<file path="src/design/ccif_pkg.sv">
// ccif_pkg.sv: constants shared by the capture/compare interrupt flag block.
// assumes nothing beyond a SystemVerilog compiler.
package ccif_pkg;

	// ======================================================================
	// widths
	localparam int unsigned DATA_W  = 32;
	localparam int unsigned FLAG_W  = 8;
	localparam int unsigned CODE_W  = 3;
	localparam int unsigned CMP_W   = 16;
	localparam int unsigned NUM_CMP = 4;
	localparam int unsigned IDX_W   = 8;
	localparam int unsigned IDX_LSB = 2;

	// ======================================================================
	// register indices, byte address is four times the index
	localparam logic [IDX_W-1:0] IDX_ENABLE   = 8'hC9;
	localparam logic [IDX_W-1:0] IDX_FLAG     = 8'hE9;
	localparam logic [IDX_W-1:0] IDX_CODE     = 8'hDE;
	localparam logic [IDX_W-1:0] IDX_CTRL     = 8'hF0;
	localparam logic [IDX_W-1:0] IDX_CMP_EN   = 8'hF1;
	localparam logic [IDX_W-1:0] IDX_CMP_VAL0 = 8'hF2;
	localparam logic [IDX_W-1:0] IDX_TIMER    = 8'hF6;

	// ======================================================================
	// bit positions in flag and enable registers
	localparam int unsigned BIT_CAP_A = 0;
	localparam int unsigned BIT_CAP_B = 1;
	localparam int unsigned BIT_RSVD  = 2;
	localparam int unsigned BIT_CMP_A = 3;
	localparam int unsigned BIT_OVF   = 7;
	localparam logic [FLAG_W-1:0] DEFINED_MASK = 8'hFB;

	// control register bits
	localparam int unsigned BIT_GLOBAL_EN = 0;
	localparam int unsigned BIT_UNIT_EN   = 1;

	// ======================================================================
	// reset values
	localparam logic [FLAG_W-1:0]  FLAG_RST    = 8'h00;
	localparam logic [FLAG_W-1:0]  ENABLE_RST  = 8'h00;
	localparam logic [NUM_CMP-1:0] CMP_EN_RST  = 4'h0;
	localparam logic [CMP_W-1:0]   CMP_VAL_RST = 16'h0000;

	// ======================================================================
	// event codes
	localparam logic [CODE_W-1:0] CODE_NONE  = 3'h0;
	localparam logic [CODE_W-1:0] CODE_CMP_A = 3'h4;
	localparam logic [CODE_W-1:0] CODE_CAP_B = 3'h5;
	localparam logic [CODE_W-1:0] CODE_CAP_A = 3'h6;
	localparam logic [CODE_W-1:0] CODE_OVF   = 3'h7;

	// ======================================================================
	// bus responses
	localparam logic [1:0] RESP_OKAY   = 2'h0;
	localparam logic [1:0] RESP_SLVERR = 2'h2;

endpackage // ccif_pkg

</file>
<file path="src/design/ccif_cmp_match.sv">
// ccif_cmp_match.sv: one compare channel, a pulse on the onset of a match.
// assumes count and value are on aclk; aresetn synchronous, active low.
module ccif_cmp_match #(
	parameter int unsigned W = 16
) (
	input  wire logic         aclk,
	input  wire logic         aresetn,
	input  wire logic [W-1:0] count,
	input  wire logic [W-1:0] value,
	input  wire logic         enable,
	output logic              match_pulse
);
	logic match_now;
	logic match_q;

	// a held match yields one pulse, so a cleared flag stays clear
	assign match_now = enable && (count == value);

	always_ff @(posedge aclk) begin
		if (!aresetn) begin
			match_q     <= 1'b0;
			match_pulse <= 1'b0;
		end else begin
			match_q     <= match_now;
			match_pulse <= match_now && !match_q;
		end
	end

endmodule // ccif_cmp_match

</file>
<file path="src/design/ccif_prio_enc.sv">
// ccif_prio_enc.sv: fixed-priority encoder of the pending sources.
// assumes pending flags are already masked by their enables.
module ccif_prio_enc (
	input  wire logic [ccif_pkg::FLAG_W-1:0] pending,
	output logic      [ccif_pkg::CODE_W-1:0] code
);
	import ccif_pkg::*;

	// later assignments win: lowest priority first
	always_comb begin
		code = CODE_NONE;
		for (int i = NUM_CMP - 1; i >= 0; i--) begin
			if (pending[BIT_CMP_A + i]) begin
				code = CODE_CMP_A - CODE_W'(i); // RL12 RL13
			end
		end
		if (pending[BIT_CAP_B]) begin
			code = CODE_CAP_B; // RL12 RL13
		end
		if (pending[BIT_CAP_A]) begin
			code = CODE_CAP_A; // RL12 RL13
		end
		if (pending[BIT_OVF]) begin
			code = CODE_OVF; // RL12 RL13
		end
	end

endmodule // ccif_prio_enc

</file>
<file path="src/design/ccif_top.sv">
// ccif_top.sv: interrupt flags, enables and event code of the capture/compare
//   unit, reached over an AXI4-Lite slave.
// assumes event pulses and timer count come from logic on aclk.
//
// Chosen here: register access over AXI4-Lite.

// Functional notes
// (RL1) capture A event sets flag bit 0
// (RL2) capture B event sets flag bit 1
// (RL3) software never writes one to bit 2
// (RL4) compare A match sets flag bit 3
// (RL5) compare B, C, D matches set bits 4-6
// (RL6) timer overflow sets flag bit 7
// (RL7) compare request needs global, unit, channel enable
// (RL8) capture enables in enable bits 0 and 1
// (RL9) compare enables in enable bits 3 to 6
// (RL10) overflow enable in enable bit 7
// (RL11) flags AND enables form one request
// (RL12) fixed priority overflow, captures, compares A-D
// (RL13) three-bit code reports highest pending source
// (RL14) writing zero clears exactly that flag
// (RL15) hardware set beats software clear
// (RL16) reset clears flags, enables; reserved reads zero
module ccif_top #(
	parameter int unsigned ADDR_W = 12
) (
	input  wire logic                          aclk,
	input  wire logic                          aresetn,
	input  wire logic                          s_axi_awvalid,
	output logic                               s_axi_awready,
	input  wire logic [ADDR_W-1:0]             s_axi_awaddr,
	input  wire logic [2:0]                    s_axi_awprot,
	input  wire logic                          s_axi_wvalid,
	output logic                               s_axi_wready,
	input  wire logic [ccif_pkg::DATA_W-1:0]   s_axi_wdata,
	input  wire logic [ccif_pkg::DATA_W/8-1:0] s_axi_wstrb,
	output logic                               s_axi_bvalid,
	input  wire logic                          s_axi_bready,
	output logic      [1:0]                    s_axi_bresp,
	input  wire logic                          s_axi_arvalid,
	output logic                               s_axi_arready,
	input  wire logic [ADDR_W-1:0]             s_axi_araddr,
	input  wire logic [2:0]                    s_axi_arprot,
	output logic                               s_axi_rvalid,
	input  wire logic                          s_axi_rready,
	output logic      [ccif_pkg::DATA_W-1:0]   s_axi_rdata,
	output logic      [1:0]                    s_axi_rresp,
	input  wire logic                          capture_a_event,
	input  wire logic                          capture_b_event,
	input  wire logic                          overflow_event,
	input  wire logic [ccif_pkg::CMP_W-1:0]    timer_count,
	output logic                               irq_request,
	output logic      [ccif_pkg::CODE_W-1:0]   event_code
);
	import ccif_pkg::*;

	localparam int unsigned TOP_LSB = IDX_LSB + IDX_W;

	// ======================================================================
	// elaboration checks
	if (ADDR_W <= TOP_LSB) begin : g_bad_addr_w
		$error("ADDR_W too small for the register indices");
	end
	if (CMP_W != 16) begin : g_bad_cmp_w
		$error("compare values are written in two byte lanes");
	end
	if (BIT_CMP_A + NUM_CMP != BIT_OVF) begin : g_bad_layout
		$error("compare flags must fill the bits below overflow");
	end
	if (IDX_CMP_VAL0 + NUM_CMP > IDX_TIMER) begin : g_bad_map
		$error("compare value indices run into the timer index");
	end

	// ======================================================================
	// declarations
	logic                  aw_hold_q;
	logic                  w_hold_q;
	logic [ADDR_W-1:0]     awaddr_q;
	logic [DATA_W-1:0]     wdata_q;
	logic [DATA_W/8-1:0]   wstrb_q;
	logic                  bvalid_q;
	logic [1:0]            bresp_q;
	logic                  rvalid_q;
	logic [DATA_W-1:0]     rdata_q;
	logic [1:0]            rresp_q;

	logic                  wr_fire;
	logic [IDX_W-1:0]      wr_idx;
	logic                  wr_hit;
	logic                  wr_ok;
	logic                  rd_take;
	logic [IDX_W-1:0]      rd_idx;
	logic                  rd_hit;
	logic [DATA_W-1:0]     rd_word;

	logic [FLAG_W-1:0]     flags_q;
	logic [FLAG_W-1:0]     enable_q;
	logic                  global_en_q;
	logic                  unit_en_q;
	logic [NUM_CMP-1:0]    cmp_en_q;
	logic [CMP_W-1:0]      cmp_val_q [NUM_CMP];
	logic [NUM_CMP-1:0]    cmp_pulse;

	logic [FLAG_W-1:0]     set_vec;
	logic [FLAG_W-1:0]     clr_vec;
	logic [FLAG_W-1:0]     flags_d;
	logic [FLAG_W-1:0]     pending;
	logic [CODE_W-1:0]     code_d;
	logic [CODE_W-1:0]     event_code_q;
	logic                  irq_q;

	// ======================================================================
	// address decode
	function automatic logic idx_mapped(input logic [IDX_W-1:0] idx);
		logic hit;
		hit = (idx == IDX_ENABLE) || (idx == IDX_FLAG) || (idx == IDX_CODE) ||
			(idx == IDX_CTRL) || (idx == IDX_CMP_EN) || (idx == IDX_TIMER);
		if ((idx >= IDX_CMP_VAL0) && (idx < IDX_CMP_VAL0 + IDX_W'(NUM_CMP))) begin
			hit = 1'b1;
		end
		return hit;
	endfunction

	assign wr_idx = awaddr_q[IDX_LSB +: IDX_W];
	assign wr_hit = (awaddr_q[IDX_LSB-1:0] == '0) &&
		(awaddr_q[ADDR_W-1:TOP_LSB] == '0) && idx_mapped(wr_idx);
	assign wr_ok  = wr_fire && wr_hit;

	assign rd_idx = s_axi_araddr[IDX_LSB +: IDX_W];
	assign rd_hit = (s_axi_araddr[IDX_LSB-1:0] == '0) &&
		(s_axi_araddr[ADDR_W-1:TOP_LSB] == '0) && idx_mapped(rd_idx);

	// ======================================================================
	// write channel
	assign s_axi_awready = !aw_hold_q && !bvalid_q;
	assign s_axi_wready  = !w_hold_q && !bvalid_q;
	assign wr_fire       = aw_hold_q && w_hold_q;

	always_ff @(posedge aclk) begin
		if (!aresetn) begin
			aw_hold_q <= 1'b0;
			awaddr_q  <= '0;
		end else if (wr_fire) begin
			aw_hold_q <= 1'b0;
		end else if (s_axi_awvalid && s_axi_awready) begin
			aw_hold_q <= 1'b1;
			awaddr_q  <= s_axi_awaddr;
		end
	end

	always_ff @(posedge aclk) begin
		if (!aresetn) begin
			w_hold_q <= 1'b0;
			wdata_q  <= '0;
			wstrb_q  <= '0;
		end else if (wr_fire) begin
			w_hold_q <= 1'b0;
		end else if (s_axi_wvalid && s_axi_wready) begin
			w_hold_q <= 1'b1;
			wdata_q  <= s_axi_wdata;
			wstrb_q  <= s_axi_wstrb;
		end
	end

	always_ff @(posedge aclk) begin
		if (!aresetn) begin
			bvalid_q <= 1'b0;
			bresp_q  <= RESP_OKAY;
		end else if (wr_fire) begin
			bvalid_q <= 1'b1;
			bresp_q  <= wr_hit ? RESP_OKAY : RESP_SLVERR;
		end else if (s_axi_bready) begin
			bvalid_q <= 1'b0;
		end
	end

	assign s_axi_bvalid = bvalid_q;
	assign s_axi_bresp  = bresp_q;

	// ======================================================================
	// read channel
	assign s_axi_arready = !rvalid_q;
	assign rd_take       = s_axi_arvalid && s_axi_arready;

	always_comb begin
		rd_word = '0;
		case (rd_idx)
			IDX_ENABLE: rd_word = DATA_W'(enable_q);
			IDX_FLAG:   rd_word = DATA_W'(flags_q);
			IDX_CODE:   rd_word = DATA_W'(event_code_q); // RL13
			IDX_CTRL: begin
				rd_word[BIT_GLOBAL_EN] = global_en_q;
				rd_word[BIT_UNIT_EN]   = unit_en_q;
			end
			IDX_CMP_EN: rd_word = DATA_W'(cmp_en_q);
			IDX_TIMER:  rd_word = DATA_W'(timer_count);
			default: begin
				for (int i = 0; i < NUM_CMP; i++) begin
					if (rd_idx == IDX_CMP_VAL0 + IDX_W'(i)) begin
						rd_word = DATA_W'(cmp_val_q[i]);
					end
				end
			end
		endcase
		if (!rd_hit) begin
			rd_word = '0;
		end
	end

	always_ff @(posedge aclk) begin
		if (!aresetn) begin
			rvalid_q <= 1'b0;
			rdata_q  <= '0;
			rresp_q  <= RESP_OKAY;
		end else if (rd_take) begin
			rvalid_q <= 1'b1;
			rdata_q  <= rd_word;
			rresp_q  <= rd_hit ? RESP_OKAY : RESP_SLVERR;
		end else if (s_axi_rready) begin
			rvalid_q <= 1'b0;
		end
	end

	assign s_axi_rvalid = rvalid_q;
	assign s_axi_rdata  = rdata_q;
	assign s_axi_rresp  = rresp_q;

	// ======================================================================
	// enable and control registers
	always_ff @(posedge aclk) begin
		if (!aresetn) begin
			enable_q <= ENABLE_RST; // RL16
		end else if (wr_ok && (wr_idx == IDX_ENABLE) && wstrb_q[0]) begin
			// reserved position forced low whatever is written
			enable_q <= wdata_q[FLAG_W-1:0] & DEFINED_MASK; // RL3 RL8 RL9 RL10
		end
	end

	always_ff @(posedge aclk) begin
		if (!aresetn) begin
			global_en_q <= 1'b0;
			unit_en_q   <= 1'b0;
		end else if (wr_ok && (wr_idx == IDX_CTRL) && wstrb_q[0]) begin
			global_en_q <= wdata_q[BIT_GLOBAL_EN];
			unit_en_q   <= wdata_q[BIT_UNIT_EN];
		end
	end

	always_ff @(posedge aclk) begin
		if (!aresetn) begin
			cmp_en_q <= CMP_EN_RST;
		end else if (wr_ok && (wr_idx == IDX_CMP_EN) && wstrb_q[0]) begin
			cmp_en_q <= wdata_q[NUM_CMP-1:0];
		end
	end

	// ======================================================================
	// compare channels
	for (genvar ch = 0; ch < NUM_CMP; ch++) begin : g_cmp
		localparam logic [IDX_W-1:0] CH_IDX = IDX_CMP_VAL0 + IDX_W'(ch);

		always_ff @(posedge aclk) begin
			if (!aresetn) begin
				cmp_val_q[ch] <= CMP_VAL_RST;
			end else if (wr_ok && (wr_idx == CH_IDX)) begin
				if (wstrb_q[0]) begin
					cmp_val_q[ch][7:0] <= wdata_q[7:0];
				end
				if (wstrb_q[1]) begin
					cmp_val_q[ch][15:8] <= wdata_q[15:8];
				end
			end
		end

		ccif_cmp_match #(
			.W (CMP_W)
		) u_match (
			.aclk        (aclk),
			.aresetn     (aresetn),
			.count       (timer_count),
			.value       (cmp_val_q[ch]),
			.enable      (cmp_en_q[ch]),
			.match_pulse (cmp_pulse[ch])
		); // RL4 RL5
	end

	// ======================================================================
	// flag register
	always_comb begin
		set_vec                = '0;
		set_vec[BIT_CAP_A]     = capture_a_event; // RL1
		set_vec[BIT_CAP_B]     = capture_b_event; // RL2
		set_vec[BIT_OVF]       = overflow_event; // RL6
		for (int i = 0; i < NUM_CMP; i++) begin
			set_vec[BIT_CMP_A + i] = cmp_pulse[i]; // RL4 RL5
		end
	end

	always_comb begin
		clr_vec = '0;
		if (wr_ok && (wr_idx == IDX_FLAG) && wstrb_q[0]) begin
			clr_vec = ~wdata_q[FLAG_W-1:0] & DEFINED_MASK; // RL14
		end
	end

	// set is ORed after the clear so a coincident event survives
	for (genvar b = 0; b < FLAG_W; b++) begin : g_flag
		if (DEFINED_MASK[b]) begin : g_used
			assign flags_d[b] = (flags_q[b] && !clr_vec[b]) || set_vec[b]; // RL15
		end else begin : g_rsvd
			assign flags_d[b] = 1'b0; // RL16
		end
	end

	always_ff @(posedge aclk) begin
		if (!aresetn) begin
			flags_q <= FLAG_RST; // RL16
		end else begin
			flags_q <= flags_d; // RL1 RL2 RL4 RL5 RL6 RL14 RL15
		end
	end

	// ======================================================================
	// request and event code
	assign pending = flags_q & enable_q; // RL11 RL8 RL9 RL10

	ccif_prio_enc u_prio (
		.pending (pending),
		.code    (code_d)
	); // RL12 RL13

	always_ff @(posedge aclk) begin
		if (!aresetn) begin
			event_code_q <= CODE_NONE;
		end else begin
			event_code_q <= code_d; // RL13
		end
	end

	always_ff @(posedge aclk) begin
		if (!aresetn) begin
			irq_q <= 1'b0;
		end else begin
			irq_q <= global_en_q && unit_en_q && (|pending); // RL7 RL8 RL9 RL11
		end
	end

	assign irq_request = irq_q;
	assign event_code  = event_code_q;

endmodule // ccif_top

</file>
<file path="config.mk">
export PLATFORM = sky130hd
export DESIGN_NAME = ccif_top
export DESIGN_NICKNAME = d
export VERILOG_FILES = /design/src/design/ccif_pkg.sv /design/src/design/ccif_cmp_match.sv /design/src/design/ccif_prio_enc.sv /design/src/design/ccif_top.sv
export SDC_FILE = /design/constraint.sdc
export NUM_CORES = 1
export LEC_CHECK = 0
export ABC_AREA = 1
export BUFFER_PORTS_ARGS = -buffer_cell sky130_fd_sc_hd__buf_2
export CAP_MARGIN = 20
export CORE_ASPECT_RATIO = 1.4
export CORE_MARGIN = 4
export CORE_UTILIZATION = 61
export CTS_CLUSTER_DIAMETER = 60
export DETAILED_ROUTE_END_ITERATION = 12
export PLACE_DENSITY = 0.85
export REMOVE_ABC_BUFFERS = 1
export SLEW_MARGIN = 20
export SYNTH_ARGS = -nofsm -noshare
export SYNTH_HDL_FRONTEND = slang
export SYNTH_SLANG_ARGS = --single-unit
</file>
<file path="constraint.sdc">
create_clock -name aclk -period 3.2 [get_ports aclk]
set_input_delay 0.64 -clock aclk [delete_from_list [all_inputs] [get_ports aclk]]
set_output_delay 0.64 -clock aclk [all_outputs]
set_load 0.01 [all_outputs]
</file>
==> run_summary.xml <==
<?xml version="1.0" encoding="UTF-8"?>
<metrics>
  <group name="drt">
    <metric name="detail_route.wirelength" unit="um">21800</metric>
    <metric name="wire_length_per_cell_after_detailed_routing" unit="um">17.4</metric>
    <metric name="dr_wl_met3" unit="um">1900</metric>
    <metric name="starting_drt_drc_count" unit="">594</metric>
    <metric name="ant_nets" unit="">0</metric>
    <metric name="first_pass_iters" unit="">5</metric>
    <metric name="detail_route.wirelength.met1" unit="um">8260</metric>
    <metric name="drt-vias-per-instance" unit="">5.82</metric>
    <metric name="route.top_layer_used" unit="">met4</metric>
    <metric name="via_count" unit="">7305</metric>
    <metric name="met2RoutedLength" unit="um">10300</metric>
    <metric name="post-route-drc-count" unit="">0</metric>
  </group>
  <group name="floorplan">
    <metric name="die_h" unit="um">140</metric>
    <metric name="design.die.area" unit="sq um">14400</metric>
    <metric name="placement_rows" unit="">48</metric>
    <metric name="io_pins" unit="">137</metric>
    <metric name="start_util" unit="">0.621</metric>
    <metric name="dieWidth" unit="um">103</metric>
    <metric name="core-area" unit="sq um">12300</metric>
  </group>
  <group name="placed_design">
    <metric name="gpl_wtd_cong" unit="">0.995</metric>
    <metric name="portBuffers" unit="">94</metric>
    <metric name="dpl.hpwl" unit="um">16400</metric>
  </group>
  <group name="sta">
    <metric name="rsz_0062_raised_after_global_routing" unit="">false</metric>
    <metric name="hold_ws" unit="ns">0.393</metric>
    <metric name="totalNegativeSetupSlack" unit="ns">0</metric>
    <metric name="fin_skew" unit="ns">0.00724</metric>
    <metric name="achievable-frequency" unit="MHz">437</metric>
    <metric name="finalHoldViolations" unit="">0</metric>
    <metric name="worst_slew_margin_rel" unit="">0.510</metric>
    <metric name="setup_viol" unit="">0</metric>
    <metric name="max_slew.worst_pin.slew" unit="ns">0.734</metric>
    <metric name="share_of_the_cycle_needed_by_the_critical_path_after_routing" unit="">0.715</metric>
    <metric name="maxSlewViolCount" unit="">0</metric>
    <metric name="timing.final.crit_period" unit="ns">2.29</metric>
  </group>
  <group name="finish">
    <metric name="mostFrequentLayoutCell" unit="">sky130_fd_sc_hd__nand2_1</metric>
    <metric name="antenna_diodes" unit="">0</metric>
    <metric name="commonest_non_fill_non_tap_cells_in_the_layout" unit="">sky130_fd_sc_hd__nand2_1, sky130_fd_sc_hd__nor2_1, sky130_fd_sc_hd__inv_1</metric>
    <metric name="final_core_utilization" unit="">0.711</metric>
    <metric name="design.final.nets" unit="">1184</metric>
    <metric name="drive_gt1_frac" unit="">0.145</metric>
    <metric name="syn2layout_area_growth" unit="%">14.5</metric>
  </group>
  <group name="clock_tree">
    <metric name="numClockSinks" unit="">148</metric>
    <metric name="clk_latency" unit="ns">0.41</metric>
    <metric name="h-tree-depth" unit="">4</metric>
    <metric name="number_of_clock_buffers_inserted_by_tritoncts" unit="">17</metric>
    <metric name="cts_setup_buffers" unit="">0</metric>
    <metric name="hold_buffers" unit="">0</metric>
    <metric name="cts-root-to-sink-buffers" unit="">2</metric>
    <metric name="path_clk_slew" unit="ns">0.06</metric>
    <metric name="cts_tree" unit="">yes</metric>
    <metric name="clk_root_buffer_cell" unit="">sky130_fd_sc_hd__clkbuf_16</metric>
    <metric name="post_cts_resize_count" unit="">0</metric>
  </group>
  <group name="synthesis">
    <metric name="asyncSetResetFlopFracSynth" unit="">0</metric>
    <metric name="synth.cell_area" unit="sq um">7650</metric>
    <metric name="synth_flop_cell" unit="">sky130_fd_sc_hd__dfxtp_1</metric>
    <metric name="synth_warnings" unit="">0</metric>
    <metric name="synth_cell_types" unit="">39</metric>
    <metric name="avgSynthCellArea" unit="sq um">7.60</metric>
    <metric name="syn-instance-count" unit="">1006</metric>
    <metric name="seq_area_frac_synth" unit="">0.471</metric>
    <metric name="synth.ff_latch_count" unit="">148</metric>
    <metric name="synth_edf_count" unit="">64</metric>
  </group>
  <group name="setup_path">
    <metric name="crit_type" unit="">flop to flop</metric>
    <metric name="cp.arrival" unit="ns">2.36</metric>
    <metric name="worst_path_max_delay_cell" unit="">sky130_fd_sc_hd__nand2_1</metric>
    <metric name="endpoint_kind" unit="">flop</metric>
    <metric name="data_required_time_at_the_worst_endpoint" unit="ns">3.27</metric>
    <metric name="crit_path_frequent_cell" unit="">sky130_fd_sc_hd__nand3_2</metric>
    <metric name="critical_path.cell_chain" unit="">inv_2 -&gt; nor2_1 -&gt; nand4_1 -&gt; nand3_2 -&gt; nand2_2 -&gt; inv_4 -&gt; nand3_2 -&gt; nand2_1</metric>
    <metric name="crit_path_max_fanout" unit="">10</metric>
    <metric name="critical_path.top_delay_family" unit="">simple AND/OR/NAND/NOR gates</metric>
    <metric name="critical_path.startpoint_type" unit="">flop</metric>
    <metric name="worstPathBufferInverterCount" unit="">2</metric>
    <metric name="crit_path_max_incr_delay" unit="ns">0.37</metric>
  </group>
  <group name="global_routing">
    <metric name="globalRoute.totalOverflow" unit="">0</metric>
    <metric name="via_count_of_the_first_global_routing_pass" unit="">6752</metric>
    <metric name="pin_count_of_the_biggest_net_entering_global_routing" unit="">45</metric>
    <metric name="global_route.usage.total" unit="">0.307</metric>
    <metric name="wire_length_of_the_first_global_routing_pass" unit="um">34100</metric>
    <metric name="initial_antenna_violation_count" unit="">0</metric>
  </group>
  <group name="pwr">
    <metric name="max-vdd-ir-drop" unit="uV">385</metric>
    <metric name="powerDensity" unit="nW/um^2">524</metric>
    <metric name="p_leak" unit="nW">3.73</metric>
  </group>
  <group name="status">
    <metric name="run_status" unit="">completed</metric>
  </group>
  <group name="hold_path">
    <metric name="hold_class" unit="">flop to flop</metric>
  </group>
  <group name="flow_run">
    <metric name="max_cap_viol_count" unit="">0</metric>
  </group>
</metrics>
-- final cells by class --
| class | count | area [sq um] |
|---|---|---|
| Clock inverter | 10 | 143 |
| Tap cell | 150 | 188 |
| Inverter | 101 | 382 |
| Fill cell | 981 | 3550 |
| Clock buffer | 22 | 485 |
| Multi-Input combinational cell | 722 | 3430 |
| Timing Repair Buffer | 102 | 531 |
| Sequential cell | 148 | 3600 |
-- worst register-to-register path, cell delays in order (launching register included) --
cell	delay, ns
sky130_fd_sc_hd__dfxtp_1	0.36
sky130_fd_sc_hd__inv_2	0.07
sky130_fd_sc_hd__nor2_1	0.27
sky130_fd_sc_hd__nand4_1	0.16
sky130_fd_sc_hd__nand3_2	0.23
sky130_fd_sc_hd__nand2_2	0.13
sky130_fd_sc_hd__inv_4	0.16
sky130_fd_sc_hd__nand3_2	0.19
sky130_fd_sc_hd__nand2_1	0.37
-- per-stage QoR --
stage	std cells	setup WS (ns)	area [sq um]	power, mW
CTS	1255	0.953	8760	4.59
global placement	1223	0.729	8130	2.52
floorplan	971	0.293	7410	2.36
finish	1255	0.911	8760	4.59
detailed placement	1223	0.669	8130	2.53
global route	1255	0.712	8760	4.73
-- synth_stat cells (2+ instances only) --
library cell | instances | area (sq um)
sky130_fd_sc_hd__a22o_1 | 5 | 43.8
sky130_fd_sc_hd__nor3_1 | 40 | 200
sky130_fd_sc_hd__nand3_2 | 7 | 70.1
sky130_fd_sc_hd__nand4_1 | 22 | 138
sky130_fd_sc_hd__or2_2 | 3 | 18.8
sky130_fd_sc_hd__buf_2 | 7 | 35.0
sky130_fd_sc_hd__buf_6 | 2 | 22.5
sky130_fd_sc_hd__dfxtp_1 | 84 | 1680
sky130_fd_sc_hd__a221oi_1 | 2 | 17.5
sky130_fd_sc_hd__a211oi_1 | 6 | 45.0
sky130_fd_sc_hd__o21bai_1 | 7 | 52.6
sky130_fd_sc_hd__o21ai_0 | 59 | 295
sky130_fd_sc_hd__nand3_1 | 91 | 455
sky130_fd_sc_hd__inv_2 | 3 | 11.3
sky130_fd_sc_hd__o211ai_1 | 4 | 30.0
sky130_fd_sc_hd__clkbuf_1 | 20 | 75.1
sky130_fd_sc_hd__nor4_1 | 5 | 31.3
sky130_fd_sc_hd__inv_1 | 97 | 364
sky130_fd_sc_hd__buf_4 | 21 | 158
sky130_fd_sc_hd__nand2_2 | 4 | 25.0
sky130_fd_sc_hd__edfxtp_1 | 64 | 1920
sky130_fd_sc_hd__nand2_1 | 181 | 679
sky130_fd_sc_hd__o22ai_1 | 17 | 106
sky130_fd_sc_hd__nor2_1 | 169 | 634
sky130_fd_sc_hd__nor2_4 | 4 | 45.0
sky130_fd_sc_hd__buf_1 | 2 | 7.51
sky130_fd_sc_hd__a21oi_1 | 57 | 285
sky130_fd_sc_hd__xor2_1 | 10 | 87.6
sky130_fd_sc_hd__nor2_2 | 3 | 18.8
-- path summary, 6_finish.rpt --
kind	from	end	slack, ns	depth (start not counted)
hold / removal	g_cmp[1].u_match.match_q$_SDFF_PN0_	g_cmp[1].u_match.match_pulse$_SDFF_PN0_	0.39	1
hold reg to reg	g_cmp[1].u_match.match_q$_SDFF_PN0_	g_cmp[1].u_match.match_pulse$_SDFF_PN0_	0.39	1
setup reg to reg	awaddr_q[3]$_SDFFE_PN0P_	cmp_val_q[2][7]$_SDFFCE_PN0P_	0.91	8
setup / recovery	awaddr_q[3]$_SDFFE_PN0P_	cmp_val_q[2][7]$_SDFFCE_PN0P_	0.91	8
-- flip-flops by register name, indices dropped and copies added, names as in the netlist --
register,cells
cmp_val_q,64
global_en_q,1
s_axi_rvalid,1
s_axi_rdata,16
enable_q,7
awaddr_q,12
unit_en_q,1
g_cmp.u_match.match_q,4
w_hold_q,1
g_cmp.u_match.match_pulse,4
wstrb_q,2
s_axi_bresp,1
irq_request,1
event_code,3
wdata_q,16
cmp_en_q,4
s_axi_bvalid,1
s_axi_rresp,1
aw_hold_q,1
flags_q,7
-- kinds of logic (layout without fill, tap and decap cells) --
kind of cell	after synthesis	after routing	share of synthesized area
and+or+nand+nor	533	533	0.308
AOI/OAI and AO/OA	160	160	0.118
buffers and inverters	153	235	0.0889
DFF	148	148	0.471
xor gates and xnor gates	11	11	0.0126
other	1	18	0.000490
-- per-layer routing --
| metal | up-vias | GRT usage |
|---|---|---|
| met3 | 83 | 0.0563 |
| met5 | - | 0 |
| li1 | 3513 | - |
| met1 | 3285 | 0.385 |
| met4 | 0 | 0.173 |
| met2 | 424 | 0.491 |
-- power breakdown --
part | switching [mW] | internal (mW)
registers | 0.0636 | 2.04
logic | 0.276 | 0.118
clock network | 0.768 | 1.32
total | 1.11 | 3.48
No activity file was read; power rests on OpenSTA's default activity.
